===== src/logic/swap_skip_pkg.sv =====
// Purpose: Shared constants and types for the swap and skip-if-zero executor
// Assumes: 8-bit data path, one instruction cycle per sys_clk enable pulse
// Notes: Opcode encodings are local to this block
//
// Summary of operation
// - The nibble swap puts memory bits 7..4 in accumulator bits 3..0 and bits 3..0 in 7..4.
// - The nibble swap writes only the accumulator and never writes data memory.
// - The memory skip-if-zero op reads the byte and writes the same value back.
// - The memory skip-if-zero op skips the next instruction when the byte is zero.
// - A taken skip inserts a dummy instruction so the op takes three instruction cycles.
// - A nonzero tested byte lets the next instruction run normally.
// - The accumulator-load skip-if-zero op loads the byte into the accumulator and skips on zero.
// - A taken skip of the accumulator-load op also takes three instruction cycles.
package swap_skip_pkg;
  localparam int unsigned DATA_W = 8;
  localparam int unsigned ADDR_W = 8;
  localparam logic [1:0] OP_NONE = 2'h0;
  localparam logic [1:0] OP_SWAP = 2'h1;
  localparam logic [1:0] OP_MEM_SKZ = 2'h2;
  localparam logic [1:0] OP_ACC_SKZ = 2'h3;
  localparam int unsigned NIB_HI = 4;
  localparam logic [DATA_W-1:0] ZERO_BYTE = 8'h00;
  localparam logic [DATA_W-1:0] ACC_RESET = 8'h00;
  localparam int unsigned CYCLES_NOSKIP = 2;
  localparam int unsigned CYCLES_SKIP = 3;
  localparam int unsigned CLK_DIV = 4;
  localparam logic [1:0] DIV_LAST = 2'h3;

  typedef struct packed {
    logic valid;
    logic [1:0] op;
    logic [ADDR_W-1:0] addr;
  } instr_type;

  typedef struct packed {
    logic rd_en;
    logic wr_en;
    logic [ADDR_W-1:0] addr;
    logic [DATA_W-1:0] wdata;
  } mem_req_type;
endpackage : swap_skip_pkg


===== src/logic/cycle_enable.sv =====
// Purpose: Instruction cycle enable divider
// Assumes: sys_clk at 25 MHz
// Notes: One pulse every CLK_DIV clocks
`timescale 1ns/1ps
module cycle_enable (
  input wire logic sys_clk,
  input wire logic srst,
  output logic cyc_en
);
  import swap_skip_pkg::*;
  logic [1:0] cnt_ff;

  // Free running divider
  always_ff @(posedge sys_clk) begin
    if (srst) begin
      cnt_ff <= 2'h0;
    end else begin
      cnt_ff <= cnt_ff + 2'h1;
    end
  end

  assign cyc_en = (cnt_ff == DIV_LAST);
endmodule : cycle_enable


===== src/logic/swap_skip_exec.sv =====
// Purpose: Executes nibble swap, memory skip-if-zero and acc-load skip-if-zero
// Assumes: Memory read data is valid in the cycle after rd_en with cyc_en
// Notes: Status flags are passed through untouched
`timescale 1ns/1ps
module swap_skip_exec (
  input wire logic sys_clk,
  input wire logic srst,
  input wire swap_skip_pkg::instr_type instr,
  input wire logic [swap_skip_pkg::DATA_W-1:0] mem_rdata,
  input wire logic [3:0] flags_in,
  output swap_skip_pkg::mem_req_type mem_req,
  output logic [swap_skip_pkg::DATA_W-1:0] acc_ff,
  output logic [3:0] flags_out,
  output logic instr_ready,
  output logic skip_next,
  output logic dummy_cycle,
  output logic cyc_en
);
  import swap_skip_pkg::*;

  // ----------------------------------------
  // State and divider
  // ----------------------------------------
  typedef enum logic [2:0] {
    ST_IDLE = 3'b001,
    ST_EXEC = 3'b010,
    ST_DUMMY = 3'b100
  } state_type;

  state_type state_ff;
  state_type nxt_state;
  logic [1:0] op_ff;
  logic [ADDR_W-1:0] addr_ff;
  logic is_zero;
  logic skip_op;

  cycle_enable u_div (
    .sys_clk(sys_clk),
    .srst(srst),
    .cyc_en(cyc_en)
  );

  // Zero test shared by both skip ops
  function automatic logic byte_zero(input logic [DATA_W-1:0] b);
    byte_zero = (b == ZERO_BYTE);
  endfunction : byte_zero

  assign is_zero = byte_zero(mem_rdata);
  assign skip_op = (op_ff == OP_MEM_SKZ) || (op_ff == OP_ACC_SKZ);
  assign instr_ready = (state_ff == ST_IDLE);
  assign dummy_cycle = (state_ff == ST_DUMMY);

  // Flags never touched
  assign flags_out = flags_in;

  // ----------------------------------------
  // Sequencer
  // ----------------------------------------
  always_comb begin
    nxt_state = state_ff;
    case (state_ff)
      ST_IDLE: begin
        if (instr.valid && instr.op != OP_NONE) begin
          nxt_state = ST_EXEC;
        end
      end
      // Both skip ops decide in the exec slot; only the memory op writes back, in the next slot
      ST_EXEC: begin
        if (skip_op && is_zero) begin
          nxt_state = ST_DUMMY;
        end else begin
          nxt_state = ST_IDLE;
        end
      end
      ST_DUMMY: nxt_state = ST_IDLE;
      default: nxt_state = ST_IDLE;
    endcase
  end

  // State register
  always_ff @(posedge sys_clk) begin
    if (srst) begin
      state_ff <= ST_IDLE;
    end else if (cyc_en) begin
      state_ff <= nxt_state;
    end
  end

  // Latch the instruction
  always_ff @(posedge sys_clk) begin
    if (srst) begin
      op_ff <= OP_NONE;
      addr_ff <= '0;
    end else if (cyc_en && state_ff == ST_IDLE && instr.valid) begin
      op_ff <= instr.op;
      addr_ff <= instr.addr;
    end
  end

  // ----------------------------------------
  // Memory port
  // ----------------------------------------
  always_ff @(posedge sys_clk) begin
    if (srst) begin
      mem_req <= '0;
    end else if (cyc_en) begin
      mem_req.rd_en <= (nxt_state == ST_EXEC);
      mem_req.addr <= (state_ff == ST_IDLE) ? instr.addr : addr_ff;
      // Write back the value read, swap never writes
      mem_req.wr_en <= (state_ff == ST_EXEC) && (op_ff == OP_MEM_SKZ);
      mem_req.wdata <= mem_rdata;
    end
  end

  // ----------------------------------------
  // Accumulator
  // ----------------------------------------
  always_ff @(posedge sys_clk) begin
    if (srst) begin
      acc_ff <= ACC_RESET;
    end else if (cyc_en && state_ff == ST_EXEC) begin
      if (op_ff == OP_SWAP) begin
        acc_ff <= {mem_rdata[NIB_HI-1:0], mem_rdata[DATA_W-1:NIB_HI]};
      end else if (op_ff == OP_ACC_SKZ) begin
        acc_ff <= mem_rdata;
      end
    end
  end

  // Skip request toward fetch, one instruction cycle
  always_ff @(posedge sys_clk) begin
    if (srst) begin
      skip_next <= 1'b0;
    end else if (cyc_en) begin
      skip_next <= (nxt_state == ST_DUMMY);
    end
  end
endmodule : swap_skip_exec


===== config.mk =====
export PLATFORM = sky130hd
export DESIGN_NAME = swap_skip_exec
export DESIGN_NICKNAME = d
export VERILOG_FILES = /design/src/logic/swap_skip_pkg.sv /design/src/logic/cycle_enable.sv /design/src/logic/swap_skip_exec.sv
export SDC_FILE = /design/constraint.sdc
export NUM_CORES = 1
export LEC_CHECK = 0
export ABC_CLOCK_PERIOD_IN_PS = 1600
export BUFFER_PORTS_ARGS = -buffer_cell sky130_fd_sc_hd__buf_4
export CORE_AREA = 2 2 80 82
export CTS_BUF_LIST = sky130_fd_sc_hd__clkbuf_8
export DETAILED_ROUTE_END_ITERATION = 12
export DIE_AREA = 0 0 82 84
export PLACE_DENSITY = 0.54
export SLEW_MARGIN = 0
export SYNTH_ARGS = -nofsm -noshare
export SYNTH_HDL_FRONTEND = slang
export SYNTH_HIERARCHICAL = 1
export SYNTH_SLANG_ARGS = --single-unit

===== constraint.sdc =====
create_clock -name sys_clk -period 1.6 [get_ports sys_clk]
set_input_delay 0.32 -clock sys_clk [delete_from_list [all_inputs] [get_ports sys_clk]]
set_output_delay 0.32 -clock sys_clk [all_outputs]
set_load 0.02 [all_outputs]

# Yosys cells after proc, flatten, opt, wreduce, memory -nomap -nowiden
# Cells that the tools add are included.
# Widths: inputs -> output; s select.
# totals
reg_bits,42
output_inout_bits,34
in_bits,25
wordCells,37
# classes
mux,6
reduce_logical,11
eq_ne,9
addsub,1
# op_table
op,count
$mux 8,3
$logic_not 8->1,1
$eq 2x2->1 const B,3
$eq 3x2->1 const B,2
$eq 3x3->1 const B,2
$logic_and 1x1->1,6
$mux 3,2
$pmux 3 s2,1
$reduce_bool 2->1,2
$eq 3x1->1 const B,1
$add 2x1->2 const B,1
$eq 2x1->1 const B,1
$reduce_and 2->1,1
$logic_or 1x1->1,1

# Longest topological paths before layout
# Gate-level depths: netlist of the first run.
# logic_depth
ltp_word,6
depth_mapped,7
ltp_nobuf,4

# Modules after synthesis
# The synthesis of the first run kept the hierarchy.
# modules_own_cells
mod,area_each_um2,cells_each,instances,seq_area_each_um2
swap_skip_exec,1695.4,201,1,800.8
cycle_enable,62.6,5,1,40.0

# Worst setup path after synthesis of the first run
# No wires, ideal clock.
# synth_timing
path_type,reg2reg
startpoint,register u_div.cnt_ff[0]
endpoint,register acc_ff[0] (netlist name)
t_required_ns,1.462
slack_ns,-0.016
setup_time_ns,0.138
stages_incl_launch_ff,7
path_buffers,2
t_arrival_ns,1.478
synth_period_minus_slack_ns,1.616
cell_sequence,dfxtp_1 -> ha_1 -> clkbuf_1 -> and4bb_2 -> and2_1 -> clkbuf_1 -> a311oi_1
# synth_between
elab_chain_len,3
# synth_lines
element,line_no,rtl
"start, declared",cycle_enable.sv:11,logic [1:0] cnt_ff;
"start signal, assigned",cycle_enable.sv:18,cnt_ff <= cnt_ff + 2'h1;
$eq 2x2->1,cycle_enable.sv:22,assign cyc_en = (cnt_ff == DIV_LAST);
named net cyc_en,swap_skip_exec.sv:17,output logic cyc_en
$logic_and 1x1->1,swap_skip_exec.sv:121,end else if (cyc_en && state_ff == ST_EXEC) begin
$reduce_and 2->1 (no source line),n/a,
"end signal, assigned",swap_skip_exec.sv:123,"acc_ff <= {mem_rdata[NIB_HI-1:0], mem_rdata[DATA_W-1:NIB_HI]};"
"end signal, assigned",swap_skip_exec.sv:125,acc_ff <= mem_rdata;
"end, declared",swap_skip_exec.sv:12,"output logic [swap_skip_pkg::DATA_W-1:0] acc_ff,"
# The timed path passes the listed nets, and every way through them passes these cells.
# A chain may end at the register's enable or synchronous reset.

# Worst setup path after layout of the first run
# layout_timing
startpoint,register state_ff[2]
endpoint,output port instr_ready
# layout_between
elab_chain_len,1
# layout_lines
element,line_no,rtl
"start, declared",swap_skip_exec.sv:30,state_type state_ff;
"start signal, assigned",swap_skip_exec.sv:85,state_ff <= nxt_state;
$eq 3x1->1,swap_skip_exec.sv:50,assign instr_ready = (state_ff == ST_IDLE);
"end, declared",swap_skip_exec.sv:14,"output logic instr_ready,"
# Every way passes these cells.

==> results of run 1 <==
## cells by family after synthesis
logic type / after synthesis / synth area share
AO/OA/AOI/OAI: 51 / 0.184
adder cells (fa/ha/maj): 1 / 0.00712
buffers and inverters: 23 / 0.0733
flip-flops: 42 / 0.478
multiplexers: 8 / 0.0456
AND/OR/NAND/NOR: 81 / 0.212
## worst paths after layout
check / startpoint / endpoint / slack [ns] / cells past startpoint
max reg2reg: state_ff[2] / state_ff[0] / 0.07 / 5
min reg2reg: u_div/cnt_ff[0] / u_div/cnt_ff[0] / 0.43 / 1
min: instr[0] / addr_ff[0] / 0.29 / 3
max: state_ff[2] / instr_ready / 0.05 / 3
## flip-flops by register name, summed over array words and instances (netlist names)
| register | flops |
|---|---|
| u_div/cnt_ff | 2 |
| op_ff | 2 |
| addr_ff | 8 |
| acc_ff | 8 |
| state_ff | 3 |
| skip_next | 1 |
| mem_req | 18 |
## metal layers
metal / wire [µm] / global-route usage / up-vias
met5: 0 / 0 / -
met1: 2060 / 0.181 / 727
met2: 1980 / 0.186 / 44
met3: 213 / 0.0292 / 7
met4: 61 / 0.0424 / 0
li1: - / - / 811
## worst register-to-register path, delay by kind of cell (launching register included)
family / cells / cell delay, ns
AND/OR/NAND/NOR: 1 / 0.42
buffers and inverters: 2 / 0.16
flip-flops: 1 / 0.33
AO/OA/AOI/OAI: 2 / 0.50
## report_power, final
part           internal [µW]  switching (µW)  total (µW)
clock                    455             352         807
combinational            110             137         247
sequential              1070            15.2        1090
## stage by stage
step	cells	setup WS (ns)	power [µW]	utilization
3_5_place_dp	320	0.124	1360	0.357
4_1_cts	329	0.0112	2170	0.377
2_1_floorplan	206	0.0277	1260	-
3_3_place_gp	320	0.119	1360	0.357
6_report	330	0.0511	2140	0.379
5_1_grt	330	0.00850	2230	0.379
## cell usage in the layout, fill, tap and decap left out, drive strengths merged
master and count:
clkbuf 5, ha 1, clkinv 1, mux2i 8, a311oi 16, nor4 1, bufinv 1, dfxtp 42
nand2b 6, nand4 1, nor2 19, nor2b 3, nand3 11, and2 2, or3b 1, a21oi 23
inv 2, and4bb 1, nand3b 1, nor3 1, o211ai 1, buf 61, a221o 1, o21ai 10
nand2 33, nor3b 1
## timing repair
item | CTS | global route
setup endpoints to repair | 1 | 3
resized for setup | 3 | 2
endpoints found under the hold margin | 0 | 0
hold buffers | 0 | 0
buffers inserted | 2 | 1
## final cells by class
type | instances | area (µm²)
fillers | 670 | 3780
flip-flops and latches | 42 | 842
multi-input cells | 141 | 796
repair buffers | 61 | 462
well taps | 77 | 96.3
clock buffers | 5 | 68.8
clock inverters | 3 | 37.5
inverters | 1 | 8.76
==> results.toml, run 1 <==
[cells_and_area]
drive_gt1_frac = 0.289
synthToLayoutAreaGrowth_pct = 31.5
finalInstanceArea_mm2 = 0.00231
fin_nets = 278
antenna_cells = 0

[setup_path]
crit_family = "simple AND/OR/NAND/NOR gates"
cp_num_buf_inv = 2
crit_slowest_cell = "or3b_4"
worst-setup-path-type = "reg -> out"
worstPathCellList = "or3b_4 -> clkinv_4 -> buf_4"
worstPathArrival_ns = 1.23
critPathMaxStageDelay_ns = 0.42
worst-path-max-fanout = 4
crit_path_start_kind = "flop"
crit_path_end_kind = "output port"
worstPathRequired_ns = 1.28

[clock_network]
clock_sinks = 42
clk_latency_ns = 0.29
clk_pin_slew_ns = 0.08
cts_tree = "yes"
cts_buffer_depth = 2
numCtsBuffers = 5
cts_root_buf = "clkbuf_8"
htree_levels = 2

[outcome]
status = "complete, no violations"

[place]
gp_congestion = 0.822
hpwlAfterDp_mm = 2.99
place_area_mm2 = 0.00218
numPortBuffers = 50

[synthesis]
async_flop_share = 0
yosysWarnings = 6
syn_inst = 206
synth_edf_count = 0
ys_top_cells_by_area = "dfxtp_1 (48%), a311oi_1 (8.0%), nand2_1 (7.0%)"
synth.distinct_cells = 27
synth_ff_type = "dfxtp_1"
synth_commonest_cells = "dfxtp_1 (42), nand2_1 (33), a21oi_1 (23)"
syn_avg_cell_area_um2 = 8.53
synth_top_cell_by_area = "dfxtp_1"
ys_seq_area_frac = 0.478
synth.most_common_cell = "dfxtp_1"
synth_top_area_frac = 0.478
synth_seq_cells = 42
synthesis.area_mm2 = 0.00176
synthesis.nets = 232

[floorplanning]
fp.dieArea_mm2 = 0.00689
start_util = 0.288
coreArea_mm2 = 0.00610
die_w_um = 82
fp.dieH_um = 84
rows = 29
num_io_pins = 59

[sta]
max-slew-margin-rel = 0.697
final-max-slew-violation-count = 0
max_freq_ghz = 0.646
fin_crit_ns = 1.55
fin_skew_ns = 0.00745
tightest_slew_ns = 0.451
tns_ns = 0
hold_viol = 0
post-route-period-util = 0.968
rsz0062_at_grt = "no"
holdWs_ns = 0.294
setup_violations = 0

[global_route]
grt_pass1_wl_mm = 6.85
grt_pass1_vias = 1386
grt_util_all_layers = 0.127
grt_start_max_net_pins = 43
antenna_found_initial = 0
grt_overflow = 0

[route]
drcViolationCount = 0
wl_per_cell_um = 13.1
viasPerCell = 4.82
firstDrtPassIters = 4
ant_nets = 0
first_iter_violations = 55
dr_total_vias = 1589
drt_wl_total_mm = 4.31

[power_and_ir_drop]
powerDensity_mw_per_mm2 = 928
leakage_uw = 0.000902
vdd_ir_drop_max_uv = 375

[min_path]
holdCritPathClass = "in -> reg"

[run]
drv_cap = 0
Note: power is estimated with default switching activity, not from simulation.
==> inputs of run 2 (changes only) <==
- ABC_AREA: unset -> 1
- CORE_AREA: 2 2 80 82 -> 2 2 81 83
- DIE_AREA: 0 0 82 84 -> 0 0 83 85
- SKIP_LAST_GASP: unset -> 1
==> run 2 against run 1 <==
Critical path depth grew 1. Die area is 2.4% higher. Routed wire length up 3.6%. Synthesized area increased by 2.7%. Largest cell class unchanged. Cell area up 1.0%.
==> results.toml, run 2 <==
[sta]
max_freq_ghz = 0.663
fin_crit_ns = 1.51
fin_skew_ns = 0.00292
rsz0062_at_grt = "no"
final-max-slew-violation-count = 0
max-slew-margin-rel = 0.776
setup_violations = 0
post-route-period-util = 0.942
tightest_slew_ns = 0.336
tns_ns = 0
hold_viol = 0

[clock_network]
htree_levels = 2
post_cts_buffers = 0
cts_buffer_depth = 2
clk_latency_ns = 0.29
hold_buffers = 0
cts_tree = "yes"
numCtsBuffers = 5
cts_root_buf = "clkbuf_8"
clock_sinks = 42
clk_pin_slew_ns = 0.08

[synthesis]
synth_edf_count = 0
synth_commonest_cells = "nor2_1 (68), nand2_1 (50), dfxtp_1 (42)"
yosys.area_share.simple = 0.329
synth_compound_area_frac = 0.108
synthMuxAreaShare = 0
ys_seq_area_frac = 0.466
yosysWarnings = 6
synthesis.nets = 285
synth_top_family_by_area = "simple AND/OR/NAND/NOR gates"
syn_inst = 259
synthesis.area_mm2 = 0.00181
synth_top_cell_by_area = "dfxtp_1"
synth_top_area_frac = 0.466
syn_avg_cell_area_um2 = 6.97
synth.distinct_cells = 19
ys_top_cells_by_area = "dfxtp_1 (47%), nor2_1 (14%), nand2_1 (10%)"
synth-xor-area-share = 0
async_flop_share = 0
synth-adder-area-share = 0.00693
synth_ff_type = "dfxtp_1"
synth.most_common_cell = "nor2_1"
synth_seq_cells = 42

[setup_path]
reg2reg_slack_ns = 0.23
worst-setup-path-type = "reg -> out"
worstPathRequired_ns = 1.28
crit_path_start_kind = "flop"
crit_path_end_kind = "output port"
worstPathArrival_ns = 1.19
worst-path-max-fanout = 10

[cells_and_area]
largest_reg_flops = 18
reg_top3 = "mem_req x18, acc_ff x8, addr_ff x8"
max_flop_register = "mem_req"
drive_gt1_frac = 0.244
synthToLayoutAreaGrowth_pct = 29.3
antenna_cells = 0
final_common_cell = "nor2_1"
layout_common_cells = "nor2_1 (68), buf_4 (54), nand2_1 (50), dfxtp_1 (41), o21ai_1 (22)"
fin_nets = 333

[global_route]
grt_pass1_vias = 1703
grt_start_max_net_pins = 27
grt_pass1_wl_mm = 7.86
antenna_found_initial = 0
grt_overflow = 0
grt_util_all_layers = 0.136

[route]
ant_nets = 0
viasPerCell = 4.42
first_iter_violations = 67
dr_total_vias = 1700
drcViolationCount = 0
drt_wl_total_mm = 4.47
wl_per_cell_um = 11.6
firstDrtPassIters = 4

[power_and_ir_drop]
leakage_uw = 0.00114
powerDensity_mw_per_mm2 = 890
vdd_ir_drop_max_uv = 419
report.power.total_uw = 2080

[min_path]
holdCritPathClass = "in -> reg"

[place]
gp_congestion = 0.832
numPortBuffers = 50
hpwlAfterDp_mm = 3.38

[floorplanning]
coreArea_mm2 = 0.00620
fp.dieArea_mm2 = 0.00706
die_w_um = 83
fp.dieH_um = 85
num_io_pins = 59
start_util = 0.291
rows = 29

[outcome]
status = "complete, no violations"

[run]
drv_cap = 0
-- run 2: critical path, cell delays in order, from the launching register on --
cell and delay [ns]:
dfxtp_1 0.45, nor2_4 0.07, nand2_4 0.14, inv_4 0.08, buf_4 0.16
-- run 2: final timing paths --
path	startpoint	endpoint	cells after the start
max reg2reg	u_div/cnt_ff[0]	addr_ff[6]	6
min reg2reg	u_div/cnt_ff[0]	u_div/cnt_ff[0]	1
min	instr[8]	op_ff[0]	3
max	state_ff[1]	instr_ready	4
-- run 2: kinds of logic after synthesis --
group / Yosys count
simple gates: 142
flops: 42
compound gates: 39
buf+inv: 35
fa+ha+maj: 1
-- run 2: timing repair --
action / CTS / global route
cloned: 0 / 0
hold endpoints to repair: 0 / 0
setup endpoints to repair: 1 / 2
resized for setup: 1 / 3
-- run 2: through the flow --
step / std cells / hold slack, ns / utilization / worst slack (ns) / area [µm²]
after floorplan: 259 / 0.390 / - / 0.267 / 1810
after global placement: 377 / 0.400 / 0.359 / 0.227 / 2230
after detailed placement: 377 / 0.406 / 0.359 / 0.161 / 2230
after CTS: 385 / 0.260 / 0.374 / 0.0178 / 2320
after global routing: 385 / 0.253 / 0.376 / 0.00532 / 2330
final: 385 / 0.265 / 0.376 / 0.0928 / 2330
-- run 2: layer usage --
metal  global-route usage  vias up  wire [µm]
li1                     -      910          -
met5                    0        -          0
met3               0.0321        6        223
met2                0.221       36       2020
met4               0.0447        0         56
met1                0.179      748       2170
-- run 2: report_power, final --
group / switching (µW) / leakage [µW] / internal, µW
combinational: 159 / 0.000744 / 117
clock: 352 / 0.0000524 / 342
sequential: 23.8 / 0.000340 / 1080
-- run 2: final cells by class --
| class | instances | area, µm² |
|---|---|---|
| fillers | 691 | 3870 |
| flip-flops and latches | 42 | 842 |
| multi-input cells | 182 | 815 |
| repair buffers | 54 | 405 |
| well taps | 77 | 96.3 |
| inverters | 22 | 85.1 |
| clock buffers | 6 | 82.6 |
| clock inverters | 2 | 8.76 |
==> inputs of run 3 (changes only) <==
- CORE_AREA: 2 2 81 83 -> 2 2 82 84
- DIE_AREA: 0 0 83 85 -> 0 0 84 86
- RECOVER_POWER: unset -> 25
- SYNTH_HIERARCHICAL: 1 -> unset
==> run 3 against run 2 <==
Critical path depth grew 1. Power grew 0.80%. Largest power group unchanged. Sequential cell count is the same. Highest routed layer unchanged. Largest cell class unchanged. Critical endpoint unchanged.
==> results.toml, run 3 <==
[min_path]
hp-start = "instr[2]"
holdCritPathClass = "in -> reg"
hold_depth = 3
hold_end = "addr_ff[2]"

[floorplanning]
rows = 29
coreArea_mm2 = 0.00628
start_util = 0.297
fp.dieH_um = 86
fp.dieArea_mm2 = 0.00722
die_w_um = 84
num_io_pins = 59

[sta]
fin_crit_ns = 1.50
rsz0062_at_grt = "no"
hold_viol = 0
max-slew-margin-rel = 0.735
post-route-period-util = 0.935
setup_violations = 0
tns_ns = 0
final-max-slew-violation-count = 0
max_freq_ghz = 0.669
fin_skew_ns = 0.00400
tightest_slew_ns = 0.397

[cells_and_area]
reg_top3 = "mem_req x18, acc_ff x8, addr_ff x8"
final_common_cell = "nor2_1"
synthToLayoutAreaGrowth_pct = 24.9
antenna_cells = 0
max_flop_register = "mem_req"
final_util = 0.371
fill_cells = 688
largest_reg_flops = 18
layout_common_cells = "nor2_1 (61), nand2_1 (56), buf_4 (43), dfxtp_1 (42), inv_1 (28)"
fin_nets = 343
drive_gt1_frac = 0.201

[power_and_ir_drop]
vdd_ir_drop_max_uv = 482
powerDensity_mw_per_mm2 = 899
report.power.total_uw = 2090
leakage_uw = 0.00116

[setup_path]
worst-path-max-fanout = 10
reg2reg_to = "op_ff[1]"
worstPathCellList = "inv_1 -> nor2_2 -> nand2_4 -> inv_6 -> buf_4"
worst_r2r_path_depth = 8
critPathMaxStageDelay_ns = 0.34
worst-setup-path-type = "reg -> out"
reg2reg_slack_ns = 0.29
crit_path_end_kind = "output port"
worstPathArrival_ns = 1.18
worstPathRequired_ns = 1.28
crit_path_start_kind = "flop"
crit_slowest_cell = "dfxtp_1"
r2r_start = "state_ff[0]"

[synthesis]
synthesis.nets = 295
synth.distinct_cells = 21
synth_top_area_frac = 0.451
ys_seq_area_frac = 0.451
synth_edf_count = 0
synth_seq_cells = 42
synth_top_cell_by_area = "dfxtp_1"
synthesis.area_mm2 = 0.00186
ys_top_cells_by_area = "dfxtp_1 (45%), nor2_1 (12%), nand2_1 (11%)"
synth.most_common_cell = "nor2_1"
synth_ff_type = "dfxtp_1"
syn_avg_cell_area_um2 = 6.93
synth_commonest_cells = "nor2_1 (61), nand2_1 (56), dfxtp_1 (42)"
yosysWarnings = 0
syn_inst = 269
async_flop_share = 0

[global_route]
grt_pass1_vias = 1546
grt_overflow = 0
grt_pass1_wl_mm = 7.33
met3_usage = 0.0356
use_met1 = 0.161
grt_util_all_layers = 0.127
grt_start_max_net_pins = 28
grt-busiest-layer = "met2"
use_met2 = 0.199
antenna_found_initial = 0

[clock_network]
clk_latency_ns = 0.30
hold_buffers = 0
cts_tree = "yes"
cts_buffer_depth = 2
cts_root_buf = "clkbuf_8"
clk_pin_slew_ns = 0.08
clock_sinks = 42
numCtsBuffers = 5
htree_levels = 2

[route]
drcViolationCount = 0
wl_per_cell_um = 11.1
dr_total_vias = 1661
ant_nets = 0
viasPerCell = 4.21
firstDrtPassIters = 4
drt_wl_total_mm = 4.40
first_iter_violations = 102

[run]
drv_cap = 0

[place]
gp_congestion = 0.765
numPortBuffers = 50
hpwlAfterDp_mm = 3.10

[outcome]
status = "complete, no violations"
## run 3: cell types whose count changed after synthesis, sizes merged, moves of 2 or more
| cell | previous run | this run |
|---|---|---|
| inv | 22 | 32 |
| buf | 10 | 12 |
| nor2 | 72 | 64 |
| nand2 | 51 | 61 |
| nand3 | 17 | 12 |
| o21ai | 30 | 27 |
| a21oi | 9 | 13 |
## run 3: per-stage QoR
stage | area [µm²] | setup slack, ns | hold WS, ns | std cells
2_1_floorplan | 1860 | 0.169 | 0.399 | 269
6_report | 2330 | 0.105 | 0.246 | 395
4_1_cts | 2350 | 0.00625 | 0.235 | 392
3_5_place_dp | 2250 | 0.261 | 0.415 | 384
3_3_place_gp | 2250 | 0.250 | 0.405 | 384
5_1_grt | 2330 | 0.00994 | 0.242 | 395
## run 3: cell type report
type                    count  area (µm²)  area share
clock buffers               6        82.6      0.0355
clock inverters             2        12.5     0.00537
inverters                  32         125      0.0537
multi-input cells         180         800       0.343
flip-flops and latches     42         841       0.361
well taps                  77        96.3      0.0414
repair buffers             56         372       0.160
## run 3: logic make-up after synthesis
group           Yosys count  share of synthesized area
compound gates           40                      0.107
fa+ha+maj                 1                    0.00671
buf+inv                  47                      0.123
flops                    42                      0.451
simple gates            139                      0.312
## run 3: worst max-delay path by stage
stage / from / to / slack, ns
2_1_floorplan: u_div.cnt_ff[0] / acc_ff[2] / 0.17
3_3_place_gp: state_ff[0] / instr_ready / 0.25
3_5_place_dp: state_ff[0] / instr_ready / 0.26
4_1_cts: state_ff[0] / instr_ready / 0.006
5_1_grt: state_ff[0] / instr_ready / 0.01
6_report: state_ff[0] / instr_ready / 0.10
## run 3: what timing repair did
action / 4_1_cts / 5_1_grt
endpoints found under the setup margin: 1 / 1
resized for setup: 2 / 1
pin swaps: 0 / 1
setup buffers: 0 / 3
## run 3: critical path: cells and delay by family (launching register included)
family        cells  cell delay (ns)
flops             1             0.34
simple gates      2             0.22
buf+inv           3             0.32
## run 3: report_power, final
| part | leakage (µW) | internal (µW) | switching, µW |
|---|---|---|---|
| logic | 0.000773 | 106 | 157 |
| clock network | 0.0000472 | 347 | 381 |
| registers | 0.000341 | 1080 | 19.7 |
| total | 0.00116 | 1540 | 558 |
## run 3: per-layer routing
metal / vias up / routed length, µm
met4: 0 / 91
met2: 40 / 1960
met1: 697 / 2120
met5: - / 0
met3: 8 / 229
li1: 916 / -
